File: src/rtl/rsl_consts.vh
// constants for the reset, serial rom load and test status block
// Overview of operation
// - reset released after supply good starts the internal reset sequence
// - serial rom clock period is 256 core clock periods
// - each serial rom clock cycle steps the rom to its next bit
// - rom contents arrive one bit at a time on the serial data input
// - device drives active-low rom output enable so the rom drives data
// - test status output is low while system reset is applied
// - test status is forced high at start of cache self-test
// - self-test end clears status on pass, leaves it high on fail
// - timeout reset fires after one billion core cycles without retirement
// - timeout reset gives a 256 core cycle pulse on test status
// - bypass input clocks internal logic from the board clock instead
`ifndef RSL_CONSTS_VH
`define RSL_CONSTS_VH
// ----------------------------------------------------------------
// timing counts, in core clock cycles, and the load length in bits
// ----------------------------------------------------------------
`define RSL_SROM_DIV_LAST 8'hFF
`define RSL_SROM_HALF 8'h80
`define RSL_PULSE_CYCLES 9'h0100
`define RSL_SEQ_CYCLES 8'h40
`define RSL_TIMEOUT_CYCLES 30'h3B9A_CA00
`define RSL_LOAD_BITS 16'h0800
// ----------------------------------------------------------------
// sequencer states
// ----------------------------------------------------------------
`define RSL_ST_HOLD 2'h0
`define RSL_ST_SEQ 2'h1
`define RSL_ST_LOAD 2'h2
`define RSL_ST_RUN 2'h3
`endif

File: src/rtl/rsl_sync.v
// two flip-flop synchroniser for pin inputs
`timescale 1ns/10ps
module rsl_sync #(
   parameter W = 1
) (
   input wire sys_clk, // core clock
   input wire sys_rst, // async reset, active high
   input wire [W-1:0] d, // asynchronous inputs
   output wire [W-1:0] q // synchronised levels
);
   genvar i;
   generate
      for (i = 0; i < W; i = i + 1) begin : g_bit
         reg meta;
         reg sync;
         // first stage feeds only the second
         always @(posedge sys_clk or posedge sys_rst) begin
            if (sys_rst) begin
               meta <= 1'b0;
               sync <= 1'b0;
            end else begin
               meta <= d[i];
               sync <= meta;
            end
         end
         assign q[i] = sync;
      end
   endgenerate
endmodule

File: src/rtl/rsl_srom_shift.v
// serial rom bit loader with divided rom clock
`timescale 1ns/10ps
`include "rsl_consts.vh"
module rsl_srom_shift #(
   parameter [15:0] LOAD_BITS = `RSL_LOAD_BITS
) (
   input wire sys_clk, // core clock
   input wire sys_rst, // async reset, active high
   input wire tick, // core clock enable
   input wire abort, // drop an unfinished load
   input wire start, // one-cycle start of a load
   input wire din, // synchronised rom data
   output reg rom_clk, // serial rom clock
   output reg rom_oe_n, // rom output enable, active low
   output reg bit_valid, // one-cycle strobe per bit
   output reg bit_data, // received bit
   output reg done // one-cycle end of load
);
   reg active;
   reg [7:0] div;
   reg [15:0] bit_cnt;
   wire period_end = active & tick & (div == `RSL_SROM_DIV_LAST);
   // divider and bit counter; data is taken at the end of each period,
   // long after the rom moved on at the rising edge
   always @(posedge sys_clk or posedge sys_rst) begin
      if (sys_rst) begin
         active <= 1'b0;
         div <= 8'h00;
         bit_cnt <= 16'h0000;
         rom_clk <= 1'b0;
         rom_oe_n <= 1'b1;
         bit_valid <= 1'b0;
         bit_data <= 1'b0;
         done <= 1'b0;
      end else begin
         bit_valid <= 1'b0;
         done <= 1'b0;
         if (abort) begin
            active <= 1'b0;
            div <= 8'h00;
         end else if (start) begin
            active <= 1'b1;
            div <= 8'h00;
            bit_cnt <= 16'h0000;
         end else if (active & tick) begin
            div <= div + 8'h01;
            if (period_end) begin
               bit_valid <= 1'b1;
               bit_data <= din;
               bit_cnt <= bit_cnt + 16'h0001;
               if (bit_cnt == LOAD_BITS - 16'h0001) begin
                  active <= 1'b0;
                  done <= 1'b1;
               end
            end
         end
         // high half of each 256-cycle period steps the rom
         rom_clk <= active & ~abort & (div < `RSL_SROM_HALF);
         rom_oe_n <= ~(active & ~abort);
      end
   end
endmodule

File: src/rtl/rsl_top.v
// start-up sequencer: power-good reset, serial rom load, test status
`timescale 1ns/10ps
`include "rsl_consts.vh"
module rsl_top #(
   parameter [29:0] TIMEOUT_CYCLES = `RSL_TIMEOUT_CYCLES,
   parameter [15:0] LOAD_BITS = `RSL_LOAD_BITS
) (
   input wire sys_clk, // core clock, 250 MHz
   input wire sys_rst, // async reset, active high
   input wire system_reset_n, // system reset pin, active low
   input wire supply_good, // supply good pin
   input wire board_clock_input, // board clock pin
   input wire clock_source_bypass, // bypass pin
   input wire serial_rom_din, // serial rom data pin
   input wire icache_bist_start, // self-test start pulse
   input wire icache_bist_done, // self-test end pulse
   input wire icache_bist_pass, // self-test result at end
   input wire instr_retired, // retirement pulse
   output reg core_reset, // internal reset, high until load
   output reg core_tick, // core clock enable
   output wire serial_rom_clk, // serial rom clock
   output wire serial_rom_oe_n, // serial rom enable, active low
   output wire boot_bit_valid, // loaded bit strobe
   output wire boot_bit_data, // loaded bit
   output reg boot_done, // load finished, level
   output reg timeout_reset, // timeout event pulse
   output reg reset_order_error, // reset released before supply good
   output reg selftest_status_out // test status pin
);
   // ----------------------------------------------------------------
   // pin synchronisers
   // ----------------------------------------------------------------
   wire [4:0] pins_s;
   wire rst_n_s;
   wire good_s;
   wire bclk_s;
   wire bypass_s;
   wire din_s;
   rsl_sync #(
      .W(5)
   ) u_sync (
      .sys_clk(sys_clk),
      .sys_rst(sys_rst),
      .d({system_reset_n, supply_good, board_clock_input,
          clock_source_bypass, serial_rom_din}),
      .q(pins_s)
   );
   assign rst_n_s = pins_s[4];
   assign good_s = pins_s[3];
   assign bclk_s = pins_s[2];
   assign bypass_s = pins_s[1];
   assign din_s = pins_s[0];

   // ----------------------------------------------------------------
   // core clock enable
   // ----------------------------------------------------------------
   reg bclk_d;
   wire bclk_rise = bclk_s & ~bclk_d;
   // with bypass every count runs on board clock edges instead of
   // every core clock, so all timing scales with the board clock
   wire tick = bypass_s ? bclk_rise : 1'b1;
   always @(posedge sys_clk or posedge sys_rst) begin
      if (sys_rst) begin
         bclk_d <= 1'b0;
         core_tick <= 1'b0;
      end else begin
         bclk_d <= bclk_s;
         core_tick <= tick;
      end
   end

   // ----------------------------------------------------------------
   // power-up ordering
   // ----------------------------------------------------------------
   reg armed;
   // armed only when supply good is seen while reset is still held;
   // a release that comes first is flagged and waited out
   always @(posedge sys_clk or posedge sys_rst) begin
      if (sys_rst) begin
         armed <= 1'b0;
         reset_order_error <= 1'b0;
      end else begin
         if (!good_s)
            armed <= 1'b0;
         else if (!rst_n_s)
            armed <= 1'b1;
         if (rst_n_s && !good_s && !armed)
            reset_order_error <= 1'b1;
         else if (armed)
            reset_order_error <= 1'b0;
      end
   end

   // ----------------------------------------------------------------
   // sequencer
   // ----------------------------------------------------------------
   reg [1:0] state;
   reg [1:0] next_state;
   reg [7:0] seq_cnt;
   reg [29:0] idle_cnt;
   wire load_done;
   wire held = ~rst_n_s | ~good_s;
   wire seq_end = tick & (seq_cnt == `RSL_SEQ_CYCLES - 8'h01);
   wire timeout_hit = (state == `RSL_ST_RUN) & tick & ~instr_retired &
                      (idle_cnt == TIMEOUT_CYCLES - 30'h0000_0001);
   wire load_start = (state == `RSL_ST_SEQ) & seq_end;

   // next state; reset pin or lost supply wins everywhere
   always @* begin
      next_state = state;
      case (state)
         `RSL_ST_HOLD: begin
            if (rst_n_s && armed)
               next_state = `RSL_ST_SEQ;
         end
         `RSL_ST_SEQ: begin
            if (seq_end)
               next_state = `RSL_ST_LOAD;
         end
         `RSL_ST_LOAD: begin
            if (load_done)
               next_state = `RSL_ST_RUN;
         end
         `RSL_ST_RUN: begin
            if (timeout_hit)
               next_state = `RSL_ST_SEQ;
         end
         default: begin
            next_state = `RSL_ST_HOLD;
         end
      endcase
      if (held)
         next_state = `RSL_ST_HOLD;
   end

   // state and reset sequence counter
   always @(posedge sys_clk or posedge sys_rst) begin
      if (sys_rst) begin
         state <= `RSL_ST_HOLD;
         seq_cnt <= 8'h00;
         core_reset <= 1'b1;
         boot_done <= 1'b0;
      end else begin
         state <= next_state;
         if (next_state != `RSL_ST_SEQ)
            seq_cnt <= 8'h00;
         else if (state == `RSL_ST_SEQ && tick)
            seq_cnt <= seq_cnt + 8'h01;
         core_reset <= (next_state == `RSL_ST_HOLD) ||
                       (next_state == `RSL_ST_SEQ);
         if (next_state == `RSL_ST_HOLD || next_state == `RSL_ST_SEQ)
            boot_done <= 1'b0;
         else if (load_done)
            boot_done <= 1'b1;
      end
   end

   // ----------------------------------------------------------------
   // serial rom load
   // ----------------------------------------------------------------
   // abort keeps the rom quiet as soon as the part falls back to hold
   rsl_srom_shift #(
      .LOAD_BITS(LOAD_BITS)
   ) u_load (
      .sys_clk(sys_clk),
      .sys_rst(sys_rst),
      .tick(tick),
      .abort(held),
      .start(load_start),
      .din(din_s),
      .rom_clk(serial_rom_clk),
      .rom_oe_n(serial_rom_oe_n),
      .bit_valid(boot_bit_valid),
      .bit_data(boot_bit_data),
      .done(load_done)
   );

   // ----------------------------------------------------------------
   // retirement watchdog
   // ----------------------------------------------------------------
   // counts core cycles since the last retirement while running
   always @(posedge sys_clk or posedge sys_rst) begin
      if (sys_rst) begin
         idle_cnt <= 30'h0000_0000;
         timeout_reset <= 1'b0;
      end else begin
         timeout_reset <= timeout_hit;
         if (state != `RSL_ST_RUN || instr_retired || timeout_hit)
            idle_cnt <= 30'h0000_0000;
         else if (tick)
            idle_cnt <= idle_cnt + 30'h0000_0001;
      end
   end

   // ----------------------------------------------------------------
   // test status
   // ----------------------------------------------------------------
   reg bist_level;
   reg [8:0] pulse_cnt;
   reg next_level;
   // self-test level; start wins over an end in the same cycle
   always @* begin
      next_level = bist_level;
      if (icache_bist_done && !icache_bist_pass)
         next_level = 1'b1;
      else if (icache_bist_done)
         next_level = 1'b0;
      if (icache_bist_start)
         next_level = 1'b1;
      if (state == `RSL_ST_HOLD)
         next_level = 1'b0;
   end

   // timeout pulse rides on top of the self-test level
   always @(posedge sys_clk or posedge sys_rst) begin
      if (sys_rst) begin
         bist_level <= 1'b0;
         pulse_cnt <= 9'h000;
         selftest_status_out <= 1'b0;
      end else begin
         bist_level <= next_level;
         if (state == `RSL_ST_HOLD)
            pulse_cnt <= 9'h000;
         else if (timeout_hit)
            pulse_cnt <= `RSL_PULSE_CYCLES;
         else if (pulse_cnt != 9'h000 && tick)
            pulse_cnt <= pulse_cnt - 9'h001;
         selftest_status_out <= (state != `RSL_ST_HOLD) &&
                                (next_level || timeout_hit ||
                                 pulse_cnt > 9'h001 ||
                                 (pulse_cnt == 9'h001 && !tick));
      end
   end
endmodule

File: config.mk
export PLATFORM = sky130hd
export DESIGN_NAME = rsl_top
export DESIGN_NICKNAME = d
export VERILOG_FILES = /design/src/rtl/rsl_sync.v /design/src/rtl/rsl_srom_shift.v /design/src/rtl/rsl_top.v
export VERILOG_INCLUDE_DIRS = /design/src /design/src/rtl
export SDC_FILE = /design/constraint.sdc
export NUM_CORES = 1
export LEC_CHECK = 0
export BUFFER_PORTS_ARGS = -buffer_cell sky130_fd_sc_hd__buf_2
export CORE_MARGIN = 2
export CORE_UTILIZATION = 50
export CTS_BUF_LIST = sky130_fd_sc_hd__clkbuf_4 sky130_fd_sc_hd__clkbuf_8 sky130_fd_sc_hd__clkbuf_16
export DETAILED_ROUTE_END_ITERATION = 8
export PLACE_DENSITY = 0.67
export SYNTH_ARGS = -nofsm -noshare
export SYNTH_HDL_FRONTEND = slang
export SYNTH_SLANG_ARGS = --single-unit
File: constraint.sdc
create_clock -name sys_clk -period 4 [get_ports sys_clk]
set_input_delay 0.4 -clock sys_clk [delete_from_list [all_inputs] [get_ports sys_clk]]
set_output_delay 0.4 -clock sys_clk [all_outputs]
set_load 0.01 [all_outputs]
Word-level counts from Yosys, hierarchy flattened
Cells that the tools add are included.

Mux-type cells: 44. Eq/ne operators: 12. Bitwise gates (word level): 18. Reductions and logical operators: 35. Add/sub/neg operators: 5. $lt $le $gt $ge: 2.

Operators by type and width (count): 30-bit 2-to-1 mux (2); 16-bit 2-to-1 mux (3); 8-bit 2-to-1 mux (5); 30-bit by 1-bit adder with 30-bit output (second input constant) (1); 30-bit == test (second input constant) (1); 9-bit 2-to-1 mux (3); 1-bit 2-to-1 mux (25); 16-bit by 1-bit adder with 16-bit output (second input constant) (1); 8-bit by 1-bit adder with 8-bit output (second input constant) (2); 16-bit by 11-bit == test with 1-bit output (second input constant) (1); 2-bit nonzero test (7); 3-bit nonzero test (4); 1-bit AND (10); 2-bit 2-to-1 mux (5); 9-bit by 1-bit == test with 1-bit output (second input constant) (1); 9-bit by 1-bit > comparator with 1-bit output (second input constant) (1); 9-bit nonzero test (1); 9-bit by 1-bit subtractor with 9-bit output (second input constant) (1); 8-bit by 6-bit == test with 1-bit output (second input constant) (1); 8-bit == test (second input constant) (1); 1-bit logical AND (8); 8-bit < comparator (second input constant) (1); 2-bit case mux with 4 select lines (1); 1-bit inverter (7); other kinds (10) (23).

Bits of input ports: 11. Register bits: 98. Logic and storage cells: 147.

Longest topological paths before layout
Word-level depth: 12. Gate-level depth with buffers: 8. Depth with buffers taken out: 6.

By module
From an unflattened synthesis, not the netlist that was laid out.

Cell total of the unflattened synthesis: 476. Area total of the unflattened synthesis: 4703.3 µm².

By module, submodules not included: rsl_top (cells each 303, area each 2909.0 µm², sequential area each 1452.6 µm², times used 1); rsl_srom_shift (cells each 157, area each 1502.7 µm², sequential area each 752.0 µm², times used 1); rsl_sync (cells each 16, area each 291.5 µm², sequential area each 250.2 µm², times used 1).

Worst setup path before layout
No wires, ideal clock.

Path type: register to register. Start point: reg pulse_cnt[3]. End point: reg pulse_cnt[3]. Slack: 2.017 ns. Required time: 3.869 ns. Buffers on the path: 1. Period minus slack after synthesis: 1.983 ns. Arrival time: 1.852 ns. Stages on the path, launching flop included: 7. Cells stage by stage: dfrtp_1 > or4_4 > or4_1 > buf_2 > o2111ai_1 > xor2_1 > nor2_1.

Longest elaborated chain between the ends: 4. Elaborated cells on any way between the ends: 7.

RTL lines: from (decl) (RTL line rsl_top.v:199) `reg [8:0] pulse_cnt;`; from (signal assigned) (RTL line rsl_top.v:225) `` pulse_cnt <= `RSL_PULSE_CYCLES; ``; from (signal assigned) (RTL line rsl_top.v:227) `pulse_cnt <= pulse_cnt - 9'h001;`; 9-bit by 1-bit subtractor with 9-bit output (RTL line rsl_top.v:227); 9-bit 2-to-1 mux (RTL line rsl_top.v:226) `else if (pulse_cnt != 9'h000 && tick)`; 9-bit 2-to-1 mux (RTL line rsl_top.v:224) `else if (timeout_hit)`; 9-bit 2-to-1 mux (RTL line rsl_top.v:222) `` if (state == `RSL_ST_HOLD) ``.

Parallel ways exist; a longest one is shown, timed or not. The select of a mux whose other input is x is not followed. A chain may end at the register's enable or synchronous reset.

Final worst setup path
Start point: reg bclk_d. End point: reg u_load.bit_data.

Longest elaborated chain between the ends: 7. Elaborated cells on any way between the ends: 9.

RTL lines: from (decl) (RTL line rsl_top.v:57) `reg bclk_d;`; from (signal assigned) (RTL line rsl_top.v:67) `bclk_d <= bclk_s;`; 1-bit inverter (*) (RTL line rsl_top.v:58) `wire bclk_rise = bclk_s & ~bclk_d;`; 1-bit AND (*) (RTL line rsl_top.v:58); 1-bit 2-to-1 mux (*) (RTL line rsl_top.v:61) `wire tick = bypass_s ? bclk_rise : 1'b1;`; 1-bit AND (RTL line rsl_top.v:103) `` wire seq_end = tick & (seq_cnt == `RSL_SEQ_CYCLES - 8'h01); ``; 1-bit AND (RTL line rsl_top.v:106) `` wire load_start = (state == `RSL_ST_SEQ) & seq_end; ``; 1-bit inverter (no line); 4-bit AND reduction (no line) (*); to (signal assigned) (RTL line rsl_srom_shift.v:49) `bit_data <= din;`; to (decl) (RTL line rsl_srom_shift.v:16) `output reg bit_data,`.

Every way passes the cells marked *; elsewhere a longest branch is shown, timed or not.

==> reports/qor.yml <==
synth-async-reset-ratio: 1.00
start_util: 0.510
crit_family: "compound AO/OA/AOI/OAI gates"
postRouteAntennaNets: 0
synth_common_cells: "96 x dfrtp_1, 81 x nor2_1, 30 x xnor2_1"
slew_violations: 0
post-route-min-period_ns: 2.59
synth_ff_type: "dfrtp_1"
yosysMostFrequentCell: "dfrtp_1"
drt-initial-drc-count: 162
synthCells: 457
hold_ws_ns: 0.141
setup_ws_ns: 1.41
drive_above_1_share: 0.116
ys_seq_area_frac: 0.526
drc_errors: 0
maxCapViolCount: 0
outcome: "complete, no violations"
critical_path_class: "reg2reg"
postCtsSetupRepairBufs: 0
die_w_um: 101
maxSlewHeadroom: 0.399
layout.nets: 493
grt_max_degree: 70
powerDensity_nw_per_um2: 359
avgSynthCellArea_um2: 10.2
synth-edff-count: 0
vias: 3292
syn-num-nets: 474
cts_tree: "yes"
fmax_ghz: 0.386
critPathMaxFanout: 16
clk_pin_slew_worst_paths_ns: 0.10
die_y_um: 101
critPathLaunchType: "flip-flop"
post_cts_resized: 0
crit_buf_inv: 1
h-tree-depth: 3
cp_slowest_cell: "a2111o_1"
min_path_type: "in2reg"
gp_congestion: 0.819
num_io_pins: 21
p_leak_nw: 2.12
setup_violations: 0
met3_usage: 0.0388
fin_setup_tns_ns: 0
ys_seq_elements: 98
first_pass_iters: 4
grt_usage: 0.185
grt_busiest_layer: "met2"
synth_area_leaders: "dfrtp_1 51%, nor2_1 6.5%, xnor2_1 5.6%"
slowest_delay_ns: 0.58
synth_top_area_frac: 0.515
grt_pass1_wl_um: 15000
crit_required_ns: 4.25
vias_per_cell: 5.56
wl_per_cell_um: 14.6
grt_use_met2: 0.294
worstSetupEndpointType: "flip-flop"
ir_drop_mv: 0.191
cp.arrival_ns: 2.84
place_ws_ns: 1.42
synth.largest_area_cell: "dfrtp_1"
fp.coreArea_um2: 9150
num_rows: 35
insertion_delay_ns: 0.36
cts_buffer_depth: 2
yosysWarnings: 0
detailed_place_hpwl_um: 5780
syn-cell-area_um2: 4670
hold_violations: 0
fin_crit_sh: 0.648
cts_buffers: 9
grt_use_met1: 0.257
dieArea_um2: 10100
grt_antenna_before_repair: 0
grt_setup_unrepaired: "false"
clock-sinks: 98
antenna_cells: 0
worstMarginPinSlew_ns: 0.898
overflow: 0
grt_pass1_vias: 3256
wirelength_um: 8670
syn2layout_area_growth_pct: 9.19
cts_hold_buf: 0
io_buffers: 20
path_cells: "nand2b_1 > a2111o_1 > o31ai_1 > buf_4 > nor2_1 > mux2_2"
skew_ns: 0.0146
yosysUniqueCellTypes: 52
clockRootBuffer: "clkbuf_8"
-- stage by stage --
stage,power [mW],instance area [um^2],utilization,cells
floorplan,1.06,4670,-,457
global placement,1.07,4850,0.530,576
detailed placement,1.08,4850,0.530,576
CTS,1.84,5100,0.557,592
global route,1.90,5100,0.557,592
finish,1.83,5100,0.557,592
-- path summary, 6_finish.rpt --
kind / from / endpoint / slack, ns / cells after the start
min in group asynchronous: sys_rst / idle_cnt[19] / 0.20 / 2
max in group asynchronous: sys_rst / core_reset / 2.88 / 3
max: bclk_d / u_load.bit_data / 1.41 / 6
min: serial_rom_din / u_sync.g_bit[0].meta / 0.14 / 1
max reg2reg: bclk_d / u_load.bit_data / 1.41 / 6
min reg2reg: u_sync.g_bit[2].meta / u_sync.g_bit[2].sync / 0.35 / 0
-- metal layers --
metal	share of wire	up-vias
met2	0.48	43
met3	0.025	11
met5	0	-
met1	0.48	1607
met4	0.014	0
li1	-	1631
-- cells in the final DEF (no fill, tap or decap), types with 4 or more instances in the layout --
cell type  Yosys  routed
nand4_1       13      13
nor4_1         7       7
or4_1          6       6
and4_1         8       8
xnor2_1       30      30
xor2_1        28      28
nand2_1       26      26
clkbuf_8       0       9
a211oi_1       6       6
o21ai_0        6       6
ha_1           6       6
dfrtp_1       96      96
nor2_1        81      81
nor3_1        13      13
and3_1         9       9
inv_1         14      13
or3_1          4       4
a21oi_1       16      16
nand3_1       29      29
buf_2          5      20
-- cell type report --
type	count	area [um^2]
Timing Repair Buffer	22	115
Multi-Input combinational cell	331	2090
Clock inverter	6	115
Fill cell	791	4060
Tap cell	111	139
Clock buffer	10	131
Sequential cell	98	2450
Inverter	14	55.1
-- cell families (layout without fill, tap and decap cells) --
kind of cell,Yosys count,after routing,synth area share
AND/OR/NAND/NOR,214,214,0.240
flip-flops,98,98,0.526
XOR/XNOR,58,58,0.109
AO/OA/AOI/OAI,49,49,0.0729
buffers and inverters,28,52,0.0271
adder cells (fa/ha/maj),6,6,0.0161
multiplexers,4,4,0.00911
-- where the power goes --
part / internal [mW] / total (mW) / switching, mW
clock network: 0.426 / 0.774 / 0.348
logic: 0.0115 / 0.0479 / 0.0364
registers: 0.999 / 1.01 / 0.00717
total: 1.44 / 1.83 / 0.392
-- sequential cells by signal (all words and copies together), names as in the netlist, 2 cells and up --
signal	count
idle_cnt	30
pulse_cnt	9
seq_cnt	8
state	2
u_load.bit_cnt	16
u_load.div	8
u_sync.g_bit.meta	5
u_sync.g_bit.sync	5
Note: power is estimated with default switching activity, not from simulation.
